<file path="src/rsq_params.svh">
// Constants for the reset and backup clock sequencer.
// Assumes a 250 MHz system clock and a 12-bit APB byte address.
`ifndef RSQ_PARAMS_SVH
`define RSQ_PARAMS_SVH

// Clock period in ns
`define CLK_NS        4
// Register indexes; byte address is four times the index
`define CTRL_IDX      10'h0d1
`define STAT_IDX      10'h0d2
`define CTRL_RST      8'h40
`define STOP_BIT      2
// Reset vector and sequence lengths in internal clock ticks
`define PC_VECTOR     12'hffe
`define DELAY_CYC     2048
`define FETCH_CYC     2
// Watchdog flag pulse on the reset pin
`define WDG_PULSE_NS  24
`define WDG_PULSE_CYC (`WDG_PULSE_NS / `CLK_NS)
// Backup oscillator period and missing-edge timeout
`define BACKUP_LOW_FREQ_OSC_NS       4000
`define BACKUP_LOW_FREQ_OSC_CYC      (`BACKUP_LOW_FREQ_OSC_NS / `CLK_NS)
`define MISS_NS       1000
`define MISS_CYC      (`MISS_NS / `CLK_NS)
// Counter widths
`define CNT_W         12
`define DIV_W         10
`define PULSE_W       3
// Reset cause codes in the status register
`define CAUSE_NONE    2'h0
`define CAUSE_PIN     2'h1
`define CAUSE_WDG     2'h2
`define CAUSE_LVD     2'h3

`endif

</file>
<file path="src/rsq_pkg.sv">
// Types shared by the sequencer and its clock switch.
// Widths come from rsq_params.svh.
`include "rsq_params.svh"

package rsq_pkg;

  typedef enum logic [1:0] {PH_HOLD, PH_DELAY, PH_FETCH, PH_RUN} phase_t;

  typedef struct packed {
    phase_t                 phase;
    logic [`CNT_W-1:0]      cnt;
    logic [7:0]             ctrl;
    logic [`PULSE_W-1:0]    pulse;
    logic [1:0]             cause;
    logic                   load;
    logic [31:0]            rdata;
  } seq_state_t;

  typedef struct packed {
    logic                   mainPrev;
    logic [`DIV_W-1:0]      missCnt;
    logic                   mainGone;
    logic                   backupOn;
    logic [`DIV_W-1:0]      divCnt;
    logic                   useBackup;
  } sw_state_t;

endpackage

</file>
<file path="src/clk_sel_if.sv">
// Link between the reset sequencer and the clock switch.
// Both ends run on the same system clock.
`timescale 1ns/1ps

interface clk_sel_if;
  logic safeguardEn;
  logic stopReq;
  logic intTick;
  logic mainAlive;
  logic backupOn;
  logic useBackup;

  modport seq (output safeguardEn, stopReq,
               input  intTick, mainAlive, backupOn, useBackup);
  modport sw  (input  safeguardEn, stopReq,
               output intTick, mainAlive, backupOn, useBackup);
endinterface

</file>
<file path="src/clock_switch.sv">
// Main oscillator watch, backup oscillator and glitch-free selection.
// Main oscillator level arrives synchronous to clock.
`timescale 1ns/1ps
`include "rsq_params.svh"

module clock_switch #(
  parameter int MISS_CYCLES = `MISS_CYC,
  parameter int BACKUP_LOW_FREQ_OSC_CYCLES = `BACKUP_LOW_FREQ_OSC_CYC
) (
  input  wire logic clock,
  input  wire logic resetn,
  input  wire logic mainOscIn,
  clk_sel_if.sw     bus
);

  rsq_pkg::sw_state_t s_q;
  rsq_pkg::sw_state_t s_d;
  logic               mainEdge;
  logic               stopped;
  logic               mainTick;
  logic               backupTick;
  logic               want;

  // Source events
  assign mainEdge   = mainOscIn & ~s_q.mainPrev;
  assign stopped    = bus.safeguardEn & bus.stopReq;
  assign mainTick   = mainEdge & ~stopped;
  assign backupTick = s_q.backupOn &
                      (s_q.divCnt == `DIV_W'(BACKUP_LOW_FREQ_OSC_CYCLES - 1));
  assign want       = bus.safeguardEn & (s_q.mainGone | stopped);

  // Next state
  always_comb begin
    s_d = s_q;
    s_d.mainPrev = mainOscIn;
    if (mainEdge) begin
      s_d.missCnt  = '0;
      s_d.mainGone = 1'b0;
    end else if (s_q.missCnt == `DIV_W'(MISS_CYCLES - 1)) begin
      s_d.mainGone = 1'b1;
    end else begin
      s_d.missCnt = s_q.missCnt + 1'b1;
    end
    s_d.backupOn = want;
    if (!s_q.backupOn || backupTick) begin
      s_d.divCnt = '0;
    end else begin
      s_d.divCnt = s_q.divCnt + 1'b1;
    end
    // Swap only on an edge of the incoming source
    if (want && backupTick) begin
      s_d.useBackup = 1'b1;
    end else if (!want && mainTick) begin
      s_d.useBackup = 1'b0;
    end
  end

  // State register; main assumed absent, no false edge after reset
  always_ff @(posedge clock or negedge resetn) begin
    if (!resetn) begin
      s_q <= '{mainPrev: 1'b1, missCnt: '0, mainGone: 1'b1,
               backupOn: 1'b0, divCnt: '0, useBackup: 1'b0};
    end else begin
      s_q <= s_d;
    end
  end

  // Internal clock tick from the selected source
  assign bus.intTick   = s_d.useBackup ? backupTick : mainTick;
  assign bus.mainAlive = ~s_q.mainGone;
  assign bus.backupOn  = s_q.backupOn;
  assign bus.useBackup = s_q.useBackup;

  localparam int LfaoBound = BACKUP_LOW_FREQ_OSC_CYCLES;
endmodule

</file>
<file path="src/reset_seq_top.sv">
// Reset and backup clock sequencer with its APB register slave.
// Pins and option bits are synchronous to clock; APB uses byte addresses.
//
// Summary of operation
// - Backup oscillator only with safeguard option.
// - Backup starts within one period of loss.
// - Power-on delay counts backup, then main ticks.
// - Backup stops once main oscillator runs.
// - Control bit 2 stops main, forcing backup.
// - Stop bit ignored without safeguard option.
// - Low supply holds static reset while enabled.
// - Low-voltage reset drives reset pin low.
// - Reset from pin, watchdog or low voltage.
// - Wait 2048 internal ticks before vector fetch.
// - Vector fetch lasts exactly two ticks.
// - Reset clears the whole return stack.
// - Program counter loads top reset vector.
// - Reset enters non-maskable interrupt mode.
// - Short pin pulse stretched by full delay.
// - Held while pin low; delay after release.
// - Pin reset in run restarts main oscillator.
// - Pin reset in stop starts oscillator too.
// - Unrefreshed watchdog end-of-count causes reset.
// - Watchdog reset restarts like pin reset.
// - Watchdog reset pulses pin low briefly.
`timescale 1ns/1ps
`include "rsq_params.svh"

module reset_seq_top #(
  parameter int DELAY_TICKS = `DELAY_CYC,
  parameter int FETCH_TICKS = `FETCH_CYC,
  parameter int MISS_CYCLES = `MISS_CYC,
  parameter int BACKUP_LOW_FREQ_OSC_CYCLES = `BACKUP_LOW_FREQ_OSC_CYC
) (
  input  wire logic        clock,
  input  wire logic        resetn,
  // APB slave
  input  wire logic        psel,
  input  wire logic        penable,
  input  wire logic        pwrite,
  input  wire logic [11:0] paddr,
  input  wire logic [31:0] pwdata,
  output logic      [31:0] prdata,
  output logic             pready,
  output logic             pslverr,
  // Reset pin, open drain
  input  wire logic        resetPinIn,
  output logic             resetPinOut,
  output logic             resetPinOe,
  // Reset sources and option bits
  input  wire logic        wdgEndCount,
  input  wire logic        supplyLow,
  input  wire logic        lvdOptionEn,
  input  wire logic        safeguardOptionEn,
  // Main oscillator
  input  wire logic        mainOscIn,
  output logic             mainOscEnable,
  // Internal clock
  output logic             intClkTick,
  output logic             backupOscOn,
  // Core side
  output logic             coreResetN,
  output logic             vectorFetch,
  output logic             pcLoad,
  output logic      [11:0] pcValue,
  output logic             stackClear,
  output logic             nmiModeSet,
  output logic             portsToInput
);

  rsq_pkg::seq_state_t s_q;
  rsq_pkg::seq_state_t s_d;
  clk_sel_if           sel ();

  logic pinLow;
  logic lvdLow;
  logic hold;
  logic newEvent;
  logic setup;
  logic access;
  logic hitCtrl;
  logic hitStat;
  logic tick;
  logic stopBit;

  // Clock selection and backup oscillator
  clock_switch #(
    .MISS_CYCLES (MISS_CYCLES),
    .BACKUP_LOW_FREQ_OSC_CYCLES (BACKUP_LOW_FREQ_OSC_CYCLES)
  ) u_switch (
    .clock     (clock),
    .resetn    (resetn),
    .mainOscIn (mainOscIn),
    .bus       (sel.sw)
  );

  // Reset sources
  assign pinLow   = ~resetPinIn;
  assign lvdLow   = lvdOptionEn & supplyLow;
  assign hold     = pinLow | lvdLow;
  assign newEvent = hold | wdgEndCount;
  assign tick     = sel.intTick;

  // Oscillator control from the register
  assign stopBit         = s_q.ctrl[`STOP_BIT];
  assign sel.safeguardEn = safeguardOptionEn;
  assign sel.stopReq     = stopBit;
  assign mainOscEnable   = ~(safeguardOptionEn & stopBit);

  // APB decode
  assign setup   = psel & ~penable;
  assign access  = psel & penable;
  always_comb begin
    hitCtrl = 1'b0;
    hitStat = 1'b0;
    if (paddr[1:0] != 2'h0) begin
      hitCtrl = 1'b0;
    end else if (paddr[11:2] == `CTRL_IDX) begin
      hitCtrl = 1'b1;
    end else if (paddr[11:2] == `STAT_IDX) begin
      hitStat = 1'b1;
    end
  end

  // Next state
  always_comb begin
    s_d      = s_q;
    s_d.load = 1'b0;

    // Watchdog flag pulse on the pin
    if (wdgEndCount) begin
      s_d.pulse = `PULSE_W'(`WDG_PULSE_CYC);
    end else if (s_q.pulse != '0) begin
      s_d.pulse = s_q.pulse - 1'b1;
    end

    // Register write, then reset events override
    if (access && pwrite && hitCtrl) begin
      s_d.ctrl = pwdata[7:0];
    end
    if (newEvent) begin
      s_d.ctrl = `CTRL_RST;
    end

    // Latest reset cause
    if (lvdLow) begin
      s_d.cause = `CAUSE_LVD;
    end else if (pinLow && s_q.pulse == '0) begin // Not our own pulse
      s_d.cause = `CAUSE_PIN;
    end else if (wdgEndCount) begin
      s_d.cause = `CAUSE_WDG;
    end

    // Sequence
    case (s_q.phase)
      rsq_pkg::PH_HOLD: begin
        s_d.cnt = '0;
        if (!hold) begin
          s_d.phase = rsq_pkg::PH_DELAY;
        end
      end
      rsq_pkg::PH_DELAY: begin
        if (tick) begin
          if (s_q.cnt == `CNT_W'(DELAY_TICKS - 1)) begin
            s_d.phase = rsq_pkg::PH_FETCH;
            s_d.cnt   = '0;
            s_d.load  = 1'b1;
          end else begin
            s_d.cnt = s_q.cnt + 1'b1;
          end
        end
      end
      rsq_pkg::PH_FETCH: begin
        if (tick) begin
          if (s_q.cnt == `CNT_W'(FETCH_TICKS - 1)) begin
            s_d.phase = rsq_pkg::PH_RUN;
            s_d.cnt   = '0;
          end else begin
            s_d.cnt = s_q.cnt + 1'b1;
          end
        end
      end
      default: begin
        s_d.cnt = '0;
      end
    endcase

    // Any event restarts the sequence from zero
    if (hold) begin
      s_d.phase = rsq_pkg::PH_HOLD;
      s_d.cnt   = '0;
      s_d.load  = 1'b0;
    end else if (wdgEndCount) begin
      s_d.phase = rsq_pkg::PH_DELAY;
      s_d.cnt   = '0;
      s_d.load  = 1'b0;
    end

    // Read data captured in the setup cycle
    if (setup) begin
      if (hitCtrl) begin
        s_d.rdata = {24'h0, s_q.ctrl};
      end else if (hitStat) begin
        s_d.rdata = {25'h0, s_q.phase, sel.mainAlive,
                     sel.backupOn, sel.useBackup, s_q.cause};
      end else begin
        s_d.rdata = '0;
      end
    end
  end

  // State register
  always_ff @(posedge clock or negedge resetn) begin
    if (!resetn) begin
      s_q <= '{phase: rsq_pkg::PH_HOLD, cnt: '0, ctrl: `CTRL_RST,
               pulse: '0, cause: `CAUSE_NONE, load: 1'b0,
               rdata: '0};
    end else begin
      s_q <= s_d;
    end
  end

  // APB answer: one wait-free access phase
  assign prdata  = s_q.rdata;
  assign pready  = 1'b1;
  assign pslverr = access & ~(hitCtrl | hitStat);

  // Reset pin drive, low only
  assign resetPinOut = 1'b0;
  assign resetPinOe  = lvdLow | (s_q.pulse != '0);

  // Internal clock
  assign intClkTick  = tick;
  assign backupOscOn = sel.backupOn;

  // Core controls
  assign coreResetN   = (s_q.phase == rsq_pkg::PH_RUN);
  assign vectorFetch  = (s_q.phase == rsq_pkg::PH_FETCH);
  assign pcLoad       = s_q.load;
  assign pcValue      = `PC_VECTOR;
  assign stackClear   = s_q.load;
  assign nmiModeSet   = s_q.load;
  assign portsToInput = (s_q.phase != rsq_pkg::PH_RUN);

  // Ticks seen in the current phase, for checking only
  logic [`CNT_W:0] phaseTicks;
  always_ff @(posedge clock or negedge resetn) begin
    if (!resetn) begin
      phaseTicks <= '0;
    end else if (s_d.phase != s_q.phase || newEvent) begin
      phaseTicks <= '0;
    end else if (tick) begin
      phaseTicks <= phaseTicks + 1'b1;
    end
  end

  localparam int PulseLen = `WDG_PULSE_CYC;
endmodule

</file>
<file path="config.mk">
export PLATFORM = sky130hd
export DESIGN_NAME = reset_seq_top
export DESIGN_NICKNAME = d
export VERILOG_FILES = /design/src/rsq_pkg.sv /design/src/clk_sel_if.sv /design/src/clock_switch.sv /design/src/reset_seq_top.sv
export VERILOG_INCLUDE_DIRS = /design/src
export SDC_FILE = /design/constraint.sdc
export NUM_CORES = 1
export LEC_CHECK = 0
export ABC_AREA = 1
export BUFFER_PORTS_ARGS = -buffer_cell sky130_fd_sc_hd__buf_2
export CAP_MARGIN = 20
export CORE_MARGIN = 2
export CORE_UTILIZATION = 30
export DETAILED_ROUTE_END_ITERATION = 10
export GPL_TIMING_DRIVEN = 0
export MAX_ROUTING_LAYER = met4
export SYNTH_ARGS = -nofsm -noshare
export SYNTH_HDL_FRONTEND = slang
export SYNTH_HIERARCHICAL = 1
export SYNTH_SLANG_ARGS = --single-unit
</file>
<file path="constraint.sdc">
create_clock -name clock -period 2.2 [get_ports clock]
set_clock_uncertainty 0.05 [all_clocks]
set_input_delay 0.11 -clock clock [delete_from_list [all_inputs] [get_ports clock]]
set_output_delay 0.11 -clock clock [all_outputs]
set_load 0.02 [all_outputs]
</file>
-- Word level (Yosys, flattened, before mapping)
Cells that the tools add are included.
- register bits after elaboration: 84
- bits of input ports: 55
- output and inout bits: 57
- word-level logic and storage cells: 107
- $add $sub $neg: 4
- eq/ne operators: 15
- mux-type cells: 36
- bitwise logic cells: 20
- reduce and logical (&&, ||, !) cells: 19
- operator list (operator ; number):
    $mux W14 ; 4
    $eq A10 B8 Y1 const B ; 3
    $mux W12 ; 2
    $mux W8 ; 3
    $pmux W12 S2 ; 1
    $add A10 B1 Y10 const B ; 2
    $mux W10 ; 2
    $mux W1 ; 14
    $add A12 B1 Y12 const B ; 1
    $eq A12 B1 Y1 const B ; 1
    $eq A12 B11 Y1 const B ; 1
    $mux W11 ; 1
    $eq A10 B10 Y1 const B ; 1
    $mux W2 ; 5
    $and A1 B1 Y1 ; 9
    $ne A4 B4 Y1 const B ; 2
    $reduce_bool A2 Y1 ; 4
    $mux W7 ; 1
    $mux W3 ; 2
    $not A1 Y1 ; 6
    $pmux W2 S3 ; 1
    $reduce_bool A3 Y1 ; 2
    $logic_and A1 B1 Y1 ; 5
    $or A1 B1 Y1 ; 5
    14 further kinds ; 16

-- Depth between registers and ports, before layout
- depth after elaboration: 12
- depth in mapped cells: 15
- depth with buffers taken out: 14

-- Modules after synthesis
Netlist, hierarchy kept.
- modules (own cells, without submodules) (module ; times used ; cells each ; area an instance (µm²) ; sequential area each (µm²)):
    reset_seq_top ; 1 ; 353 ; 2571.2 ; 902.1
    clock_switch ; 1 ; 162 ; 1270.0 ; 603.1

-- Worst setup path before layout
OpenSTA, ideal clock, no wires.
- path type: reg-to-reg
- from: reg u_switch/s_q[1] (netlist bit)
- to: reg s_q[54] (netlist bit)
- setup time: 0.122 ns
- arrival time: 1.842 ns
- required time: 2.028 ns
- path slack: 0.186 ns
- stages on the path, launching flop included: 14
- buffers on the path: 1
- period minus slack after synthesis: 2.014 ns
- cell sequence: dfrtp_1 > ha_1 > nand2_2 > nor2_1 > nand2_1 > nor2_1 > nand3_1 > nand2_1 > nor2_1 > nand2_1 > buf_2 > nand3_1 > xor2_1 > a21oi_1
- cells in the longest elaborated chain, start to end: 7
- elaborated cells on any way between the ends: 8
- classes of those cells: eq/ne (3); mux (2); bitwise (1); reduce/logical (2)
- RTL lines (element ; line ; source):
    start: declaration ; clock_switch.sv:16 ; rsq_pkg::sw_state_t s_q;
    start signal: assignment ; clock_switch.sv:61 ; s_q <= '{mainPrev: 1'b1, missCnt: '0, mainGone: 1'b1,
    $eq A10 B10 Y1 (*) ; clock_switch.sv:29 ; (s_q.divCnt == `DIV_W'(BACKUP_LOW_FREQ_OSC_CYCLES - 1));
    $and A1 B1 Y1 (*) ; clock_switch.sv:28 ; assign backupTick = s_q.backupOn &
    $logic_and A1 B1 Y1 ; clock_switch.sv:51 ; if (want && backupTick) begin
    $mux W1 ; clock_switch.sv:51 ;
    $mux W1 (*) ; clock_switch.sv:69 ; assign bus.intTick = s_d.useBackup ? backupTick : mainTick;
    via intClkTick ; reset_seq_top.sv:59 ; output logic intClkTick,
    $ne A4 B4 Y1 (no line) / $ne A4 B3 Y1 (equally long branches) ; n/a ;
    $reduce_and A2 Y1 (no line) (*) ; n/a ;
    end signal: assignment ; reset_seq_top.sv:215 ; s_q <= '{phase: rsq_pkg::PH_HOLD, cnt: '0, ctrl: `CTRL_RST,
    end: declaration ; reset_seq_top.sv:71 ; rsq_pkg::seq_state_t s_q;
The timed path passes the listed nets; every way through them passes the cells marked *.
A chain may end at the register's enable or synchronous reset.

-- Worst setup path after layout
- from: reg u_switch/s_q[1] (netlist bit)
- to: reg s_q[54] (netlist bit)
- cells in the longest elaborated chain, start to end: 7
- elaborated cells on any way between the ends: 8
- classes of those cells: eq/ne (3); mux (2); bitwise (1); reduce/logical (2)
- RTL lines (element ; line):
    $eq A10 B10 Y1 (*) ; clock_switch.sv:29
    $and A1 B1 Y1 (*) ; clock_switch.sv:28
    $logic_and A1 B1 Y1 ; clock_switch.sv:51
    $mux W1 ; clock_switch.sv:51
    $mux W1 (*) ; clock_switch.sv:69
    $ne A4 B4 Y1 (no line) / $ne A4 B3 Y1 (equally long branches) ; n/a
    $reduce_and A2 Y1 (no line) (*) ; n/a
Every way passes the cells marked *; elsewhere a longest branch is shown, timed or not.

==> flow_metrics.py <==
metrics = {
    "run_status": {
        "status": "finished, final reports clean",
    },
    "sta": {
        "layout_min_cycle_time_ns": 2.06,
        "max_freq_mhz": 485,
        "grt_setup_unrepaired": "false",
        "period_share_pct": 93.7,
        "drv_slew": 0,
        "worst_pin_slew_ns": 0.616,
        "tns_ns": 0,
        "max_slew_margin_pct": 58.9,
        "hold_viol_final": 0,
        "report.final.setup_viol": 0,
    },
    "logic_synthesis": {
        "yosysWarnings": 6,
        "synth_fa_ha_area_share_pct": 3.91,
        "postSynthCellCount": 515,
        "synth_top_cell_area_share_pct": 37.1,
        "avgSynthCellArea_sq_um": 7.46,
        "seq_area_frac_synth_pct": 39.2,
        "ys_types": 33,
        "synth_area_sq_um": 3840,
        "synthXorXnorAreaFrac_pct": 1.60,
        "synth_top_area_cell": "dfrtp_1",
        "synthTopCellsByArea": "dfrtp_1, nand2_1, buf_4, inv_1, nor2_1",
        "synth_top_family_by_area": "simple AND/OR/NAND/NOR gates",
        "synthMuxAreaShare_pct": 0,
        "synth_compound_area_share_pct": 5.28,
        "yosys_register_bits": 60,
        "synth-simple-area-share_pct": 31.9,
    },
    "setup_path": {
        "cp_slowest_cell": "dfrtp_1",
        "startpoint": "u_switch/s_q[1]",
        "crit_path_end_kind": "register",
        "worst-path-max-fanout": 10,
        "worstSetupPathType": "reg -> reg",
        "crit_top_cell": "nand2_2",
        "path_cells": "ha_1 > nand2_2 > nor2_1 > nand2_1 > nor2_1 > nand3_1 > nand2_2 > nor2_2 > nand2_2 > buf_6 > nand3_1 > xor2_1 > a21oi_1",
        "r2r-start": "u_switch/s_q[1]",
        "cp.required_ns": 2.36,
        "slowest_delay_ns": 0.41,
        "worstSetupStartpointType": "register",
        "r2r_setup_slack_ns": 0.14,
        "cp_data_arrival_time_ns": 2.22,
    },
    "layout": {
        "fin_util_pct": 38.6,
        "fill_cells": 1287,
        "diodes": 0,
        "stdcell_count": 801,
        "area_delta_synth_final_pct": 26.4,
        "drive_above_1_share_pct": 24.6,
        "nNetsFinal": 691,
        "multi_input_area_sq_um": 1790,
        "stdcell_area_sq_um": 4850,
        "most-common-layout-cells": "nand2_1, inv_1, nor2_1, dfrtp_1, buf_4",
        "final_common_cell": "nand2_1",
        "final-seq-area_sq_um": 1510,
    },
    "place": {
        "placed_area_sq_um": 4460,
        "dp_cells": 773,
        "dp_hpwl_microns": 6170,
        "io_buffers": 49,
        "gp_congestion": 0.866,
    },
    "worst_hold_path": {
        "hp-class": "in -> reg",
        "hp-start": "penable",
    },
    "route": {
        "dr.pass1.iters": 4,
        "routedWlPerCell_microns": 10.3,
        "viasPerCell": 4.20,
        "drc": 0,
        "wl_microns": 8230,
        "vias": 3362,
        "ant_nets": 0,
        "drtIter0Drc": 240,
    },
    "grt": {
        "grt_max_degree": 36,
        "grt_remaining_overflow": 0,
        "grt_pass1_vias": 3197,
        "track_usage_pct": 13.3,
        "grt_antenna_before_repair": 0,
        "grt_pass1_wl_microns": 14200,
    },
    "cts": {
        "cts_buffer_depth": 2,
        "h-tree-depth": 3,
        "clock_sinks": 60,
        "clk_latency_ns": 0.32,
        "cts_root_buf": "clkbuf_16",
        "cts_tree": "built",
        "clk_pin_slew_ns": 0.05,
        "cts_made_buffers": 9,
    },
    "floorplan": {
        "die_x_microns": 117,
        "num_rows": 41,
        "io_pins": 112,
        "die-area_sq_um": 13700,
        "start_util_pct": 30.6,
        "design.core.area_sq_um": 12600,
        "dieHeight_microns": 117,
    },
    "power_and_ir_drop": {
        "leakage_nw": 2.53,
        "ir_drop_v": 0.000343,
        "p_per_area_nw_per_um2": 618,
        "p_total_mw": 3.00,
    },
    "flow_run": {
        "maxCapViolations": 0,
    },
}
-- worst max-delay path: cells and delay by family (launching register included) --
| family | cells | cell delay (ns) |
|---|---|---|
| AND/OR/NAND/NOR | 9 | 0.88 |
| flip-flops | 1 | 0.41 |
| adder cells (fa/ha/maj) | 1 | 0.23 |
| buffers and inverters | 1 | 0.16 |
| XOR/XNOR | 1 | 0.15 |
| AO/OA/AOI/OAI | 1 | 0.05 |
-- cells by family (layout without fill, tap and decap cells) --
| family | count (synthesis) | in the layout |
|---|---|---|
| xor+xnor | 7 | 7 |
| flops | 60 | 60 |
| buf+inv | 128 | 206 |
| compound gates | 37 | 37 |
| other cells | 2 | 38 |
| simple gates | 269 | 269 |
| fa+ha+maj | 12 | 12 |
-- cells in the mapped netlist --
cell type and count:
nor3_1 3, nand2_4 1, nor2_1 64, conb_1 2, nor3b_4 1, and2_1 1
o22ai_1 1, buf_6 3, clkbuf_1 1, o21ai_4 1, o211ai_1 1, buf_2 2
o21bai_1 1, nand3_1 46, nor2_4 4, inv_1 73, nor4_1 1, nor2_2 1
or2_2 10, nand3b_1 3, nand4_1 10, dfstp_2 3, nand3_2 2, xnor2_1 1
xor2_1 6, nand2_2 6, dfrtp_1 57, and2_4 1, buf_4 49, nand2_1 115
a21oi_1 21, o21ai_0 12, ha_1 12
-- per-layer routing --
metal	track usage (%)	vias to the layer above	routed length, microns
met5	-	-	0
met4	3.29	0	59
met3	3.09	5	411
met2	21.8	98	3800
met1	16.8	1521	3960
li1	-	1738	-
-- per-stage QoR --
| stage | hold WS (ns) | worst slack (ns) |
|---|---|---|
| after floorplan | -0.236 | 0.186 |
| after global placement | 0.178 | 0.0251 |
| after detailed placement | 0.121 | -0.00985 |
| after CTS | 0.0153 | 0.0197 |
| after global routing | 0.0552 | 0.0191 |
| final | 0.0241 | 0.139 |
-- final cells by class --
type,count,area share [%]
Multi-Input combinational cell,363,36.9
Sequential cell,60,31.0
Buffer,55,8.69
Timing Repair Buffer,62,7.79
Inverter,73,5.65
Clock buffer,11,5.00
Tap cell,172,4.43
Clock inverter,5,0.567
-- sequential cells by signal, indices dropped and copies added, names as in the netlist --
| signal | cells |
|---|---|
| s_q | 27 |
| u_switch/s_q | 22 |
| prdata | 8 |
| u_switch/bus.backupOn | 1 |
| u_switch/bus.useBackup | 1 |
| nmiModeSet | 1 |
-- repair_timing --
item / CTS / global route
gates cloned: 0 / 0
resized for setup: 2 / 4
setup buffers: 0 / 3
pin swaps: 0 / 1
endpoints found under the setup margin: 9 / 11
endpoints found under the hold margin: 32 / 0
hold buffers: 9 / 0
-- where the power goes --
group	internal, mW	switching (mW)	total, mW
Sequential	1.17	0.0624	1.23
Clock	0.783	0.477	1.26
Combinational	0.220	0.291	0.512
Total	2.17	0.831	3.00
-- worst paths after layout --
| kind | to | cells past startpoint |
|---|---|---|
| max in group asynchronous | s_q[44] | 3 |
| hold reg to reg | s_q[35] | 1 |
| hold / removal | prdata[7] | 3 |
| min in group asynchronous | u_switch/s_q[3] | 2 |
| setup reg to reg | s_q[54] | 13 |
| setup / recovery | s_q[54] | 13 |
Note: power is estimated with default switching activity, not from simulation.
